<file path="config.mk">
export PLATFORM = sky130hd
export DESIGN_NAME = mtl_terminal
export DESIGN_NICKNAME = d
export VERILOG_FILES = /design/src/mtl_pkg.sv /design/src/mtl_term_if.sv /design/src/mtl_terminal.sv /design/src/mtl_in_filter.sv
export VERILOG_INCLUDE_DIRS = /design/src
export SDC_FILE = /design/constraint.sdc
export NUM_CORES = 2
export LEC_CHECK = 0
export BUFFER_PORTS_ARGS = -buffer_cell sky130_fd_sc_hd__buf_2
export CAP_MARGIN = 20
export CORE_MARGIN = 8
export CORE_UTILIZATION = 60
export CTS_CLUSTER_DIAMETER = 100
export DETAILED_ROUTE_END_ITERATION = 8
export GPL_ROUTABILITY_DRIVEN = 0
export PLACE_DENSITY = 0.85
export SYNTH_ARGS = -nofsm -noshare
export SYNTH_HDL_FRONTEND = slang
export SYNTH_SLANG_ARGS = --single-unit
export TNS_END_PERCENT = 10
</file>
<file path="constraint.sdc">
create_clock -name i_sys_clk -period 5.7 [get_ports i_sys_clk]
set_input_delay 0.57 -clock i_sys_clk [delete_from_list [all_inputs] [get_ports i_sys_clk]]
set_output_delay 0.57 -clock i_sys_clk [all_outputs]
set_load 0.01 [all_outputs]
</file>
<file path="src/mtl_cfg.svh">
`ifndef MTL_CFG_SVH
`define MTL_CFG_SVH

// ----------------------------------------
// widths, counts and time constants
// ----------------------------------------
`define MTL_N_IN 6
`define MTL_N_OUT 3
`define MTL_N_CFG 24
`define MTL_CLK_NS 25
`define MTL_FILT_NS 100000
`define MTL_FILT_CYC ((`MTL_FILT_NS + `MTL_CLK_NS - 1) / `MTL_CLK_NS)
`define MTL_TICK_NS 1000000
`define MTL_RAMP_NS 10000000

// ----------------------------------------
// input function codes
// ----------------------------------------
`define MTL_IN_DOWN 6'h10
`define MTL_IN_COAST 6'h11
`define MTL_IN_FRESET 6'h12
`define MTL_IN_PID 6'h13
`define MTL_IN_SEQ 6'h14
`define MTL_IN_TMR1 6'h15
`define MTL_IN_TMR2 6'h16
`define MTL_IN_CPULSE 6'h17
`define MTL_IN_CCLR 6'h18
`define MTL_IN_MCLR 6'h19
`define MTL_IN_WIND 6'h1A
`define MTL_IN_UP 6'h0F

// ----------------------------------------
// register offsets
// ----------------------------------------
`define MTL_A_IN_SEL0 8'h00
`define MTL_A_OUT_SEL0 8'h06
`define MTL_A_PRIMARY 8'h09
`define MTL_A_FMIN 8'h0A
`define MTL_A_FMAX 8'h0B
`define MTL_A_FREQ1 8'h0C
`define MTL_A_FREQ2 8'h0D
`define MTL_A_FSTART 8'h0E
`define MTL_A_TMR1 8'h0F
`define MTL_A_TMR2 8'h10
`define MTL_A_CNT_PRE 8'h11
`define MTL_A_CNT_MID 8'h12
`define MTL_A_PID_MODE 8'h13
`define MTL_A_UV_THR 8'h14
`define MTL_A_SEQ_STEPS 8'h15
`define MTL_A_PID_HI 8'h16
`define MTL_A_PID_LO 8'h17
`define MTL_A_SET_FREQ 8'h20
`define MTL_A_COUNT 8'h21
`define MTL_A_SEQ_POS 8'h22
`define MTL_A_STATUS 8'h23

// ----------------------------------------
// reset values and pid mode codes
// ----------------------------------------
`define MTL_RST_OUT0 16'h0001
`define MTL_RST_OUT1 16'h0002
`define MTL_RST_OUT2 16'h0003
`define MTL_RST_PRIMARY 16'h1388
`define MTL_RST_FMAX 16'h1388
`define MTL_RST_CNT_PRE 16'h0064
`define MTL_RST_CNT_MID 16'h0032
`define MTL_RST_SEQ_STEPS 16'h0001
`define MTL_PID_MODE_CONTACT 16'h0002
`define MTL_PID_MODE_ALWAYS 16'h0001

`endif

</file>
<file path="src/mtl_pkg.sv">
package mtl_pkg;
    typedef logic [15:0] mtl_word_t;
    typedef logic [7:0] mtl_addr_t;
    typedef logic [5:0] mtl_code_t;
    typedef enum logic [1:0] {
        MTL_WIND_IDLE = 2'b00,
        MTL_WIND_ACTIVE = 2'b01,
        MTL_WIND_DONE = 2'b10
    } mtl_wind_t;
endpackage

</file>
<file path="src/mtl_term_if.sv">
`timescale 1ns/1ps
`default_nettype none
interface mtl_term_if #(parameter int N = 6);
    logic [N-1:0] lvl;
    logic [N-1:0] rise;
    modport src (output lvl, output rise);
    modport dst (input lvl, input rise);
endinterface
`default_nettype wire

</file>
<file path="src/mtl_terminal.sv">
// Functional notes
// - down input lowers set frequency steadily, stopping at minimum frequency
// - up/down changes not stored; restart uses stored primary frequency
// - coast input removes drive output at once, no ramp
// - fault-reset input clears alarm like the panel reset key
// - pid contact enables pid; mode 2 means off while open
// - sequencer-enable contact starts the program sequencer
// - timer start inputs count while closed; preset drives output
// - counter pulse input counts pulses; source keeps below 250 Hz
// - counter-clear input zeroes the accumulated count
// - sequencer position kept over stop; memory-clear restarts at step one
// - winding input starts winding; done output held until drive stops
// - three outputs take codes 0-63, defaults 1,2,3; 0 is off
// - running output on while drive delivers output
// - frequency reached outputs on when frequency meets set values
// - fault output on while a fault or bus undervoltage is detected
// - zero-speed output on below start-up frequency
// - accelerating and decelerating outputs follow ramp direction
// - undervoltage output and alarm when bus below threshold
// - timer-reached outputs on at preset, off when start released
// - stage-done pulse per step, process-done pulse at program end
// - pid upper and lower limit outputs follow feedback
// - count-reached and middle-count-reached outputs at their presets
// - count at preset drives output; reset restarts from zero
`timescale 1ns/1ps
`default_nettype none
`include "mtl_cfg.svh"
module mtl_terminal #(
    parameter int TICK_CYC = `MTL_TICK_NS / `MTL_CLK_NS,
    parameter int RAMP_CYC = `MTL_RAMP_NS / `MTL_CLK_NS
) (
    input wire logic i_sys_clk,
    input wire logic i_nrst,
    input wire logic [`MTL_N_IN-1:0] i_term,
    input wire mtl_pkg::mtl_addr_t i_addr,
    input wire mtl_pkg::mtl_word_t i_wdata,
    input wire logic i_wr,
    input wire logic i_rd,
    input wire mtl_pkg::mtl_word_t i_out_freq,
    input wire mtl_pkg::mtl_word_t i_dc_bus,
    input wire mtl_pkg::mtl_word_t i_pid_fb,
    input wire logic i_running,
    input wire logic i_accel,
    input wire logic i_decel,
    input wire logic i_fault_det,
    input wire logic i_overload,
    input wire logic i_over_torque,
    input wire logic i_loop_open,
    input wire logic i_panel_reset,
    input wire logic i_seq_step_done,
    input wire logic i_wind_complete,
    output mtl_pkg::mtl_word_t o_rdata,
    output mtl_pkg::mtl_word_t o_set_freq,
    output logic o_coast,
    output logic o_fault_reset,
    output logic o_pid_en,
    output logic o_seq_run,
    output logic [7:0] o_seq_pos,
    output logic o_wind_en,
    output logic o_wind_hold,
    output logic o_uv_alarm,
    output logic [`MTL_N_OUT-1:0] o_out_term
);
    import mtl_pkg::*;

    mtl_term_if #(.N(`MTL_N_IN)) term ();
    mtl_word_t cfg_ff [`MTL_N_CFG];
    mtl_word_t rdata_ff, set_freq_ff, count_ff, nxt_set_freq;
    mtl_word_t tmr_ff [2];
    logic [31:0] tick_ff, ramp_ff;
    logic [7:0] pos_ff;
    logic [`MTL_N_OUT-1:0] out_ff;
    logic coast_ff, freset_ff, pid_ff, seq_ff, wen_ff, uv_ff;
    logic stage_ff, proc_ff;
    mtl_wind_t wind_ff;
    logic [63:0] flags;
    logic tick, ramp, up, down;

    mtl_in_filter u_filt (
        .i_sys_clk(i_sys_clk),
        .i_nrst(i_nrst),
        .i_pins(i_term),
        .term(term.src)
    );

    // ----------------------------------------
    // helpers
    // ----------------------------------------
    function automatic logic hit(input logic [`MTL_N_IN-1:0] v,
                                 input mtl_code_t code);
        logic r;
        r = 1'b0;
        for (int i = 0; i < `MTL_N_IN; i++) begin
            if (v[i] && cfg_ff[i][5:0] == code) begin
                r = 1'b1;
            end
        end
        return r;
    endfunction

    function automatic mtl_word_t cfg_rst(input int idx);
        case (idx)
            6: return `MTL_RST_OUT0;
            7: return `MTL_RST_OUT1;
            8: return `MTL_RST_OUT2;
            9: return `MTL_RST_PRIMARY;
            11: return `MTL_RST_FMAX;
            17: return `MTL_RST_CNT_PRE;
            18: return `MTL_RST_CNT_MID;
            21: return `MTL_RST_SEQ_STEPS;
            default: return 16'h0000;
        endcase
    endfunction

    function automatic mtl_word_t cfg(input mtl_addr_t a);
        return cfg_ff[a[4:0]];
    endfunction

    assign up = hit(term.lvl, `MTL_IN_UP);
    assign down = hit(term.lvl, `MTL_IN_DOWN);
    assign tick = (tick_ff == 32'(TICK_CYC - 1));
    assign ramp = (ramp_ff == 32'(RAMP_CYC - 1));

    // ----------------------------------------
    // register file
    // ----------------------------------------
    always_ff @(posedge i_sys_clk or negedge i_nrst) begin
        if (!i_nrst) begin
            for (int i = 0; i < `MTL_N_CFG; i++) begin
                cfg_ff[i] <= cfg_rst(i);
            end
        end else if (i_wr && i_addr < 8'(`MTL_N_CFG)) begin
            cfg_ff[i_addr[4:0]] <= i_wdata;
        end
    end

    always_ff @(posedge i_sys_clk or negedge i_nrst) begin
        if (!i_nrst) begin
            rdata_ff <= '0;
        end else if (!i_rd) begin
            rdata_ff <= '0;
        end else if (i_addr < 8'(`MTL_N_CFG)) begin
            rdata_ff <= cfg_ff[i_addr[4:0]];
        end else begin
            case (i_addr)
                `MTL_A_SET_FREQ: rdata_ff <= set_freq_ff;
                `MTL_A_COUNT: rdata_ff <= count_ff;
                `MTL_A_SEQ_POS: rdata_ff <= {8'h00, pos_ff};
                `MTL_A_STATUS: rdata_ff <= {4'h0, 1'b0, out_ff,
                                            2'h0, term.lvl};
                default: rdata_ff <= '0;
            endcase
        end
    end

    // ----------------------------------------
    // time bases
    // ----------------------------------------
    always_ff @(posedge i_sys_clk or negedge i_nrst) begin
        if (!i_nrst) begin
            tick_ff <= '0;
            ramp_ff <= '0;
        end else begin
            tick_ff <= tick ? 32'h0 : tick_ff + 32'h1;
            ramp_ff <= ramp ? 32'h0 : ramp_ff + 32'h1;
        end
    end

    // ----------------------------------------
    // frequency trim
    // ----------------------------------------
    always_comb begin
        nxt_set_freq = set_freq_ff;
        if (i_wr && i_addr == `MTL_A_PRIMARY) begin
            nxt_set_freq = i_wdata;
        end else if (wind_ff == MTL_WIND_DONE) begin
            nxt_set_freq = set_freq_ff;
        end else if (ramp && up && !down) begin
            if (set_freq_ff < cfg(`MTL_A_FMAX)) begin
                nxt_set_freq = set_freq_ff + 16'h0001;
            end
        end else if (ramp && down && !up) begin
            if (set_freq_ff > cfg(`MTL_A_FMIN)) begin
                nxt_set_freq = set_freq_ff - 16'h0001;
            end
        end
    end

    // trimmed value lives only here; reset reloads the primary default
    always_ff @(posedge i_sys_clk or negedge i_nrst) begin
        if (!i_nrst) begin
            set_freq_ff <= `MTL_RST_PRIMARY;
        end else begin
            set_freq_ff <= nxt_set_freq;
        end
    end

    // ----------------------------------------
    // direct input functions
    // ----------------------------------------
    always_ff @(posedge i_sys_clk or negedge i_nrst) begin
        if (!i_nrst) begin
            coast_ff <= 1'b0;
            freset_ff <= 1'b0;
            pid_ff <= 1'b0;
            seq_ff <= 1'b0;
            wen_ff <= 1'b0;
            uv_ff <= 1'b0;
        end else begin
            coast_ff <= hit(term.lvl, `MTL_IN_COAST);
            freset_ff <= hit(term.rise, `MTL_IN_FRESET) | i_panel_reset;
            pid_ff <= hit(term.lvl, `MTL_IN_PID) |
                      (cfg(`MTL_A_PID_MODE) == `MTL_PID_MODE_ALWAYS);
            seq_ff <= hit(term.lvl, `MTL_IN_SEQ);
            wen_ff <= hit(term.lvl, `MTL_IN_WIND);
            uv_ff <= (i_dc_bus < cfg(`MTL_A_UV_THR));
        end
    end

    // ----------------------------------------
    // timers
    // ----------------------------------------
    always_ff @(posedge i_sys_clk or negedge i_nrst) begin
        if (!i_nrst) begin
            tmr_ff[0] <= '0;
            tmr_ff[1] <= '0;
        end else begin
            for (int t = 0; t < 2; t++) begin
                if (!hit(term.lvl, 6'(`MTL_IN_TMR1 + t))) begin
                    tmr_ff[t] <= '0;
                end else if (tick && tmr_ff[t] != 16'hFFFF) begin
                    tmr_ff[t] <= tmr_ff[t] + 16'h0001;
                end
            end
        end
    end

    // ----------------------------------------
    // pulse counter
    // ----------------------------------------
    always_ff @(posedge i_sys_clk or negedge i_nrst) begin
        if (!i_nrst) begin
            count_ff <= '0;
        end else if (hit(term.lvl, `MTL_IN_CCLR)) begin
            count_ff <= '0;
        end else if (hit(term.rise, `MTL_IN_CPULSE) &&
                     count_ff != 16'hFFFF) begin
            count_ff <= count_ff + 16'h0001;
        end
    end

    // ----------------------------------------
    // program sequencer
    // ----------------------------------------
    always_ff @(posedge i_sys_clk or negedge i_nrst) begin
        if (!i_nrst) begin
            pos_ff <= '0;
            stage_ff <= 1'b0;
            proc_ff <= 1'b0;
        end else begin
            stage_ff <= 1'b0;
            proc_ff <= 1'b0;
            if (hit(term.lvl, `MTL_IN_MCLR)) begin
                pos_ff <= '0;
            end else if (seq_ff && i_seq_step_done) begin
                stage_ff <= 1'b1;
                if (16'(pos_ff) + 16'h0001 >= cfg(`MTL_A_SEQ_STEPS)) begin
                    pos_ff <= '0;
                    proc_ff <= 1'b1;
                end else begin
                    pos_ff <= pos_ff + 8'h01;
                end
            end
        end
    end

    // ----------------------------------------
    // winding
    // ----------------------------------------
    always_ff @(posedge i_sys_clk or negedge i_nrst) begin
        if (!i_nrst) begin
            wind_ff <= MTL_WIND_IDLE;
        end else begin
            case (wind_ff)
                MTL_WIND_IDLE: begin
                    if (wen_ff) begin
                        wind_ff <= MTL_WIND_ACTIVE;
                    end
                end
                MTL_WIND_ACTIVE: begin
                    if (i_wind_complete) begin
                        wind_ff <= MTL_WIND_DONE;
                    end else if (!wen_ff) begin
                        wind_ff <= MTL_WIND_IDLE;
                    end
                end
                MTL_WIND_DONE: begin
                    if (!i_running) begin
                        wind_ff <= MTL_WIND_IDLE;
                    end
                end
                default: wind_ff <= MTL_WIND_IDLE;
            endcase
        end
    end

    // ----------------------------------------
    // output selection
    // ----------------------------------------
    always_comb begin
        flags = '0;
        flags[1] = i_running;
        flags[2] = (i_out_freq == set_freq_ff);
        flags[3] = i_fault_det | uv_ff;
        flags[4] = (i_out_freq < cfg(`MTL_A_FSTART));
        flags[5] = (i_out_freq == cfg(`MTL_A_FREQ1));
        flags[6] = (i_out_freq == cfg(`MTL_A_FREQ2));
        flags[7] = i_accel;
        flags[8] = i_decel;
        flags[9] = uv_ff;
        flags[10] = (tmr_ff[0] >= cfg(`MTL_A_TMR1)) && 
                    hit(term.lvl, `MTL_IN_TMR1);
        flags[11] = (tmr_ff[1] >= cfg(`MTL_A_TMR2)) &&
                    hit(term.lvl, `MTL_IN_TMR2);
        flags[12] = stage_ff;
        flags[13] = proc_ff;
        flags[14] = (i_pid_fb > cfg(`MTL_A_PID_HI));
        flags[15] = (i_pid_fb < cfg(`MTL_A_PID_LO));
        flags[16] = i_loop_open;
        flags[17] = i_overload;
        flags[18] = i_over_torque;
        flags[26] = (wind_ff == MTL_WIND_DONE);
        flags[27] = (count_ff == cfg(`MTL_A_CNT_PRE));
        flags[28] = (count_ff == cfg(`MTL_A_CNT_MID));
    end

    always_ff @(posedge i_sys_clk or negedge i_nrst) begin
        if (!i_nrst) begin
            out_ff <= '0;
        end else begin
            for (int k = 0; k < `MTL_N_OUT; k++) begin
                out_ff[k] <= flags[cfg_ff[6 + k][5:0]];
            end
        end
    end

    assign o_rdata = rdata_ff;
    assign o_set_freq = set_freq_ff;
    assign o_coast = coast_ff;
    assign o_fault_reset = freset_ff;
    assign o_pid_en = pid_ff;
    assign o_seq_run = seq_ff;
    assign o_seq_pos = pos_ff;
    assign o_wind_en = wen_ff;
    assign o_wind_hold = wind_ff[1];
    assign o_uv_alarm = uv_ff;
    assign o_out_term = out_ff;
endmodule
`default_nettype wire

</file>
<file path="src/mtl_in_filter.sv">
`timescale 1ns/1ps
`default_nettype none
`include "mtl_cfg.svh"
module mtl_in_filter (
    input wire logic i_sys_clk,
    input wire logic i_nrst,
    input wire logic [`MTL_N_IN-1:0] i_pins,
    mtl_term_if.src term
);
    import mtl_pkg::*;

    localparam int FILT_CYC = `MTL_FILT_CYC;

    logic [`MTL_N_IN-1:0] s1_ff, s2_ff, s3_ff, lvl_ff, rise_ff;
    logic [11:0] cnt_ff [`MTL_N_IN];

    // ----------------------------------------
    // three-stage synchroniser
    // ----------------------------------------
    always_ff @(posedge i_sys_clk or negedge i_nrst) begin
        if (!i_nrst) begin
            s1_ff <= '0;
            s2_ff <= '0;
            s3_ff <= '0;
        end else begin
            s1_ff <= i_pins;
            s2_ff <= s1_ff;
            s3_ff <= s2_ff;
        end
    end

    // ----------------------------------------
    // debounce and edge detect
    // ----------------------------------------
    always_ff @(posedge i_sys_clk or negedge i_nrst) begin
        if (!i_nrst) begin
            lvl_ff <= '0;
            rise_ff <= '0;
            for (int i = 0; i < `MTL_N_IN; i++) begin
                cnt_ff[i] <= '0;
            end
        end else begin
            for (int i = 0; i < `MTL_N_IN; i++) begin
                rise_ff[i] <= 1'b0;
                if (s2_ff[i] != s3_ff[i] || s3_ff[i] == lvl_ff[i]) begin
                    cnt_ff[i] <= '0;
                end else if (cnt_ff[i] == 12'(FILT_CYC - 1)) begin
                    cnt_ff[i] <= '0;
                    lvl_ff[i] <= s3_ff[i];
                    rise_ff[i] <= s3_ff[i];
                end else begin
                    cnt_ff[i] <= cnt_ff[i] + 12'h001;
                end
            end
        end
    end

    assign term.lvl = lvl_ff;
    assign term.rise = rise_ff;
endmodule
`default_nettype wire

</file>
==> metrics.txt <==
# TYPE chip_impl_metric gauge
chip_impl_metric{name="floorplan.core_area",unit="sq um"} 59100
chip_impl_metric{name="timing.critical_path.required",unit="ps"} 6210
chip_impl_metric{name="finalHoldViolations",unit=""} 0
chip_impl_metric{name="synthCells",unit=""} 3267
chip_impl_metric{name="globalRouteMet2Util",unit="%"} 46.1
chip_impl_metric{name="routed_wire_length_per_instance",unit="um"} 24.9
chip_impl_metric{name="finish.cell_count_without_fillers",unit=""} 4179
chip_impl_info{name="rr_endpoint",value="o_set_freq[14]$_DFFE_PN0P_"} 1
chip_impl_metric{name="die_footprint",unit="sq um"} 68000
chip_impl_info{name="predominant_post_synthesis_flop_cell",value="dfrtp_1"} 1
chip_impl_metric{name="num_rows",unit=""} 89
chip_impl_metric{name="regToRegSetupSlack",unit="ps"} 710
chip_impl_metric{name="p_leak",unit="nW"} 18.4
chip_impl_metric{name="grt_max_degree",unit=""} 149
chip_impl_info{name="tritoncts_clock_tree",value="done"} 1
chip_impl_metric{name="timing.final.ws_setup",unit="ps"} 713
chip_impl_metric{name="fin_area",unit="sq um"} 39700
chip_impl_metric{name="p_seq_share",unit="%"} 46.2
chip_impl_metric{name="groute.layer.met3.usage",unit="%"} 9.26
chip_impl_metric{name="p_int",unit="mW"} 8.00
chip_impl_info{name="crit_path_start",value="ramp_ff[19]$_DFF_PN0_"} 1
chip_impl_metric{name="dr_total_vias",unit=""} 27502
chip_impl_info{name="layout.cells.most_common",value="dfrtp_1"} 1
chip_impl_metric{name="dpl_cell_area",unit="sq um"} 37300
chip_impl_metric{name="syn-mean-instance-area",unit="sq um"} 11.0
chip_impl_info{name="clock_tree.root_cell",value="clkbuf_16"} 1
chip_impl_metric{name="clock_power_share",unit="%"} 43.6
chip_impl_metric{name="finalCriticalPeriod",unit="ps"} 4990
chip_impl_metric{name="synth.yosys.seq_area_share",unit="%"} 45.4
chip_impl_metric{name="grt_antenna_before_repair",unit=""} 8
chip_impl_metric{name="met1_usage",unit="%"} 37.2
chip_impl_metric{name="grt_pass1_vias",unit=""} 27518
chip_impl_metric{name="dieHeight",unit="um"} 261
chip_impl_info{name="cp_top_family",value="compound AO/OA/AOI/OAI gates"} 1
chip_impl_metric{name="cts.path.max_buffers",unit=""} 3
chip_impl_metric{name="drc_violations",unit=""} 0
chip_impl_metric{name="timing.critical_path.depth",unit=""} 13
chip_impl_metric{name="cts_max_level",unit=""} 3
chip_impl_metric{name="max_cap_violations",unit=""} 0
chip_impl_metric{name="final_max_slew_viol_count",unit=""} 0
chip_impl_metric{name="post-cts-setup-buffer-count",unit=""} 0
chip_impl_info{name="gr-max-usage-layer",value="met2"} 1
chip_impl_metric{name="numCtsBuffers",unit=""} 71
chip_impl_metric{name="postCtsResizedCells",unit=""} 0
chip_impl_metric{name="fin_util",unit="%"} 67.1
chip_impl_metric{name="ys_async_sr_fraction",unit="%"} 100
chip_impl_metric{name="yosys_register_bits",unit=""} 651
chip_impl_metric{name="fp.dieW",unit="um"} 261
chip_impl_metric{name="clock_sink_count",unit=""} 651
chip_impl_metric{name="initial_core_util",unit="%"} 60.8
chip_impl_metric{name="reg2regPathDepth",unit=""} 13
chip_impl_metric{name="total_power",unit="mW"} 10.7
chip_impl_metric{name="slew_headroom",unit="%"} 16.2
chip_impl_metric{name="routed_wirelength",unit="um"} 104000
chip_impl_metric{name="port_buffers",unit=""} 141
chip_impl_metric{name="fin_setup_tns",unit="ps"} 0
chip_impl_info{name="holdCritPathClass",value="in -> async"} 1
chip_impl_metric{name="worst_ep_arrival_time",unit="ps"} 5500
chip_impl_metric{name="distinct_cells_synth",unit=""} 93
chip_impl_metric{name="timing.critical_path.fanout_max",unit=""} 16
chip_impl_metric{name="worst_ir_drop_vdd",unit="uV"} 218
chip_impl_metric{name="drtPass1Iterations",unit=""} 9
chip_impl_metric{name="synth_edf_count",unit=""} 0
chip_impl_info{name="critical_path.endpoint",value="o_set_freq[14]$_DFFE_PN0P_"} 1
chip_impl_info{name="unrepaired_setup_endpoints_after_global_routing",value="false"} 1
chip_impl_metric{name="num_io_pins",unit=""} 142
chip_impl_metric{name="globalRoute.totalOverflow",unit=""} 0
chip_impl_metric{name="post-route-period-util",unit="%"} 87.5
chip_impl_metric{name="cts.reportedPaths.clkPinSlew",unit="ps"} 60
chip_impl_metric{name="placed_insts",unit=""} 4050
chip_impl_metric{name="max_stage_delay_on_crit_path",unit="ps"} 770
chip_impl_metric{name="switching_pwr",unit="mW"} 2.73
chip_impl_metric{name="antenna_violating_nets_post_route",unit=""} 0
chip_impl_metric{name="switching_share",unit="%"} 25.5
chip_impl_metric{name="hold_slack",unit="ps"} 18.8
chip_impl_metric{name="grt_first_pass_wirelength",unit="um"} 160000
chip_impl_metric{name="combinationalPowerShare",unit="%"} 10.2
chip_impl_info{name="crit_chain",value="or4b_1, or4b_1, nor3_1, nand2_1, fa_1, a21o_1, a21o_1, a2111oi_0, o211ai_1, a31o_2, a21oi_1, xor2_1, o31ai_1"} 1
chip_impl_info{name="worstReg2RegStart",value="ramp_ff[19]$_DFF_PN0_"} 1
chip_impl_metric{name="layout_nets",unit=""} 3603
chip_impl_metric{name="worstSkewPairLatency",unit="ps"} 630
chip_impl_metric{name="final_setup_violation_count",unit=""} 0
chip_impl_info{name="worstSetupEndpointType",value="flop"} 1
chip_impl_info{name="critPathLaunchType",value="flop"} 1
chip_impl_metric{name="first_iter_violations",unit=""} 3438
chip_impl_metric{name="critical_path_buf_inv_count",unit=""} 0
chip_impl_metric{name="cellPowerDensity",unit="nW/um^2"} 271
chip_impl_metric{name="fin_worst_skew",unit="ps"} 34.2
chip_impl_info{name="most-common-layout-cells",value="dfrtp_1 (625), mux2_2 (321), nor2_1 (255)"} 1
chip_impl_metric{name="post_dr_vias_cell",unit=""} 6.58
chip_impl_metric{name="cts_hold_repair.buffers",unit=""} 0
chip_impl_metric{name="dp_slack",unit="ps"} 835
chip_impl_metric{name="grtUsageTotal",unit="%"} 30.6
chip_impl_info{name="crit_path_top_delay_cell",value="a2111oi_0"} 1
chip_impl_metric{name="synthesis.yosys.warnings",unit=""} 0
chip_impl_metric{name="post_route_cells_drive_above_1_share",unit="%"} 22.6
chip_impl_metric{name="post_synth_instance_area",unit="sq um"} 36000
chip_impl_metric{name="max_freq",unit="MHz"} 201
chip_impl_metric{name="layout-area-overhead-vs-synth",unit="%"} 10.3
chip_impl_metric{name="tightest_slew",unit="ps"} 1250
chip_impl_info{name="outcome",value="finished, final reports clean"} 1
chip_impl_metric{name="synth_nets",unit=""} 3520
chip_impl_metric{name="place.detailed.hpwl",unit="um"} 72800
chip_impl_info{name="worstSetupPathType",value="reg -> reg"} 1
[cell type report]
type                       count  area (sq um)
tap                          773           967
fill                        4061         19500
multi-input combinational   2281         18400
clock inverter                16           204
timing repair buffer         168           977
antenna                        4          10.0
sequential                   651         16300
inverter                     177           664
clock buffer                 109          2170
[state kept, by name, indices dropped and copies added, names as in the netlist, 6 cells and up]
signal and flops:
cfg_ff 384, count_ff 16, o_rdata 16, o_seq_pos 8, o_set_freq 16, ramp_ff 32
tick_ff 32, tmr_ff 32, u_filt.cnt_ff 72, u_filt.s1_ff 6, u_filt.s2_ff 6, u_filt.s3_ff 6
u_filt.term.lvl 6, u_filt.term.rise 6
[Yosys cell counts (65+ instances only)]
| master | n | area [sq um] |
|---|---|---|
| a21oi_1 | 82 | 410 |
| clkbuf_1 | 117 | 439 |
| dfrtp_1 | 625 | 15600 |
| ha_1 | 160 | 2000 |
| inv_1 | 176 | 661 |
| mux2_2 | 321 | 3610 |
| mux4_2 | 104 | 2340 |
| nand2_1 | 216 | 811 |
| nand3_1 | 104 | 521 |
| nand4_1 | 65 | 407 |
| nor2_1 | 259 | 972 |
| o21ai_0 | 148 | 741 |
| xnor2_1 | 107 | 937 |
| xor2_1 | 146 | 1280 |
[per-layer routing]
metal	share of wire (%)	vias up
met5	0.055	-
met3	12	541
met1	36	13452
li1	-	11842
met2	43	1659
met4	9.1	8
[cells by family (layout without fill, tap and decap cells)]
group / Yosys count / count (layout) / synth area share, %
and+or+nand+nor: 958 / 958 / 13.5
buffers and inverters: 335 / 470 / 3.63
adders and majority gates: 161 / 161 / 5.62
xor gates and xnor gates: 253 / 253 / 6.16
DFF: 651 / 651 / 45.4
other: 0 / 4 / 0
AOI/OAI and AO/OA: 429 / 429 / 7.57
muxes: 480 / 480 / 18.1
[worst register-to-register path, cell delays in order, from the launching register on]
cell	delay [ps]
dfrtp_1	430
or4b_1	520
or4b_1	560
nor3_1	200
nand2_1	420
fa_1	580
a21o_1	190
a21o_1	210
a2111oi_0	770
o211ai_1	240
a31o_2	280
a21oi_1	170
xor2_1	90
o31ai_1	210
[power groups by stage]
| stage | Sequential [mW] | Combinational, mW | Clock, mW |
|---|---|---|---|
| finish | 4.96 | 1.09 | 4.68 |
| global route | 4.97 | 1.17 | 4.93 |
| CTS | 4.95 | 1.07 | 4.73 |
| detailed placement | 5.03 | 1.05 | 0 |
| global placement | 5.02 | 1.02 | 0 |
| floorplan | 4.95 | 0.643 | 0 |
[worst min path at each step]
stage / from / depth (start not counted) / to / slack, ps
floorplan: i_nrst / 0 / cfg_ff[0]$_DFFE_PN0P_ / 270
global placement: u_filt.s1_ff[3]$_DFF_PN0_ / 0 / u_filt.s2_ff[3]$_DFF_PN0_ / 330
detailed placement: u_filt.s1_ff[1]$_DFF_PN0_ / 0 / u_filt.s2_ff[1]$_DFF_PN0_ / 340
CTS: i_nrst / 1 / u_filt.cnt_ff[45]$_DFF_PN0_ / 50
global route: i_term[3] / 1 / u_filt.s1_ff[3]$_DFF_PN0_ / 40
finish: i_nrst / 1 / u_filt.cnt_ff[45]$_DFF_PN0_ / 20
Power figures use the tool's default switching activity.
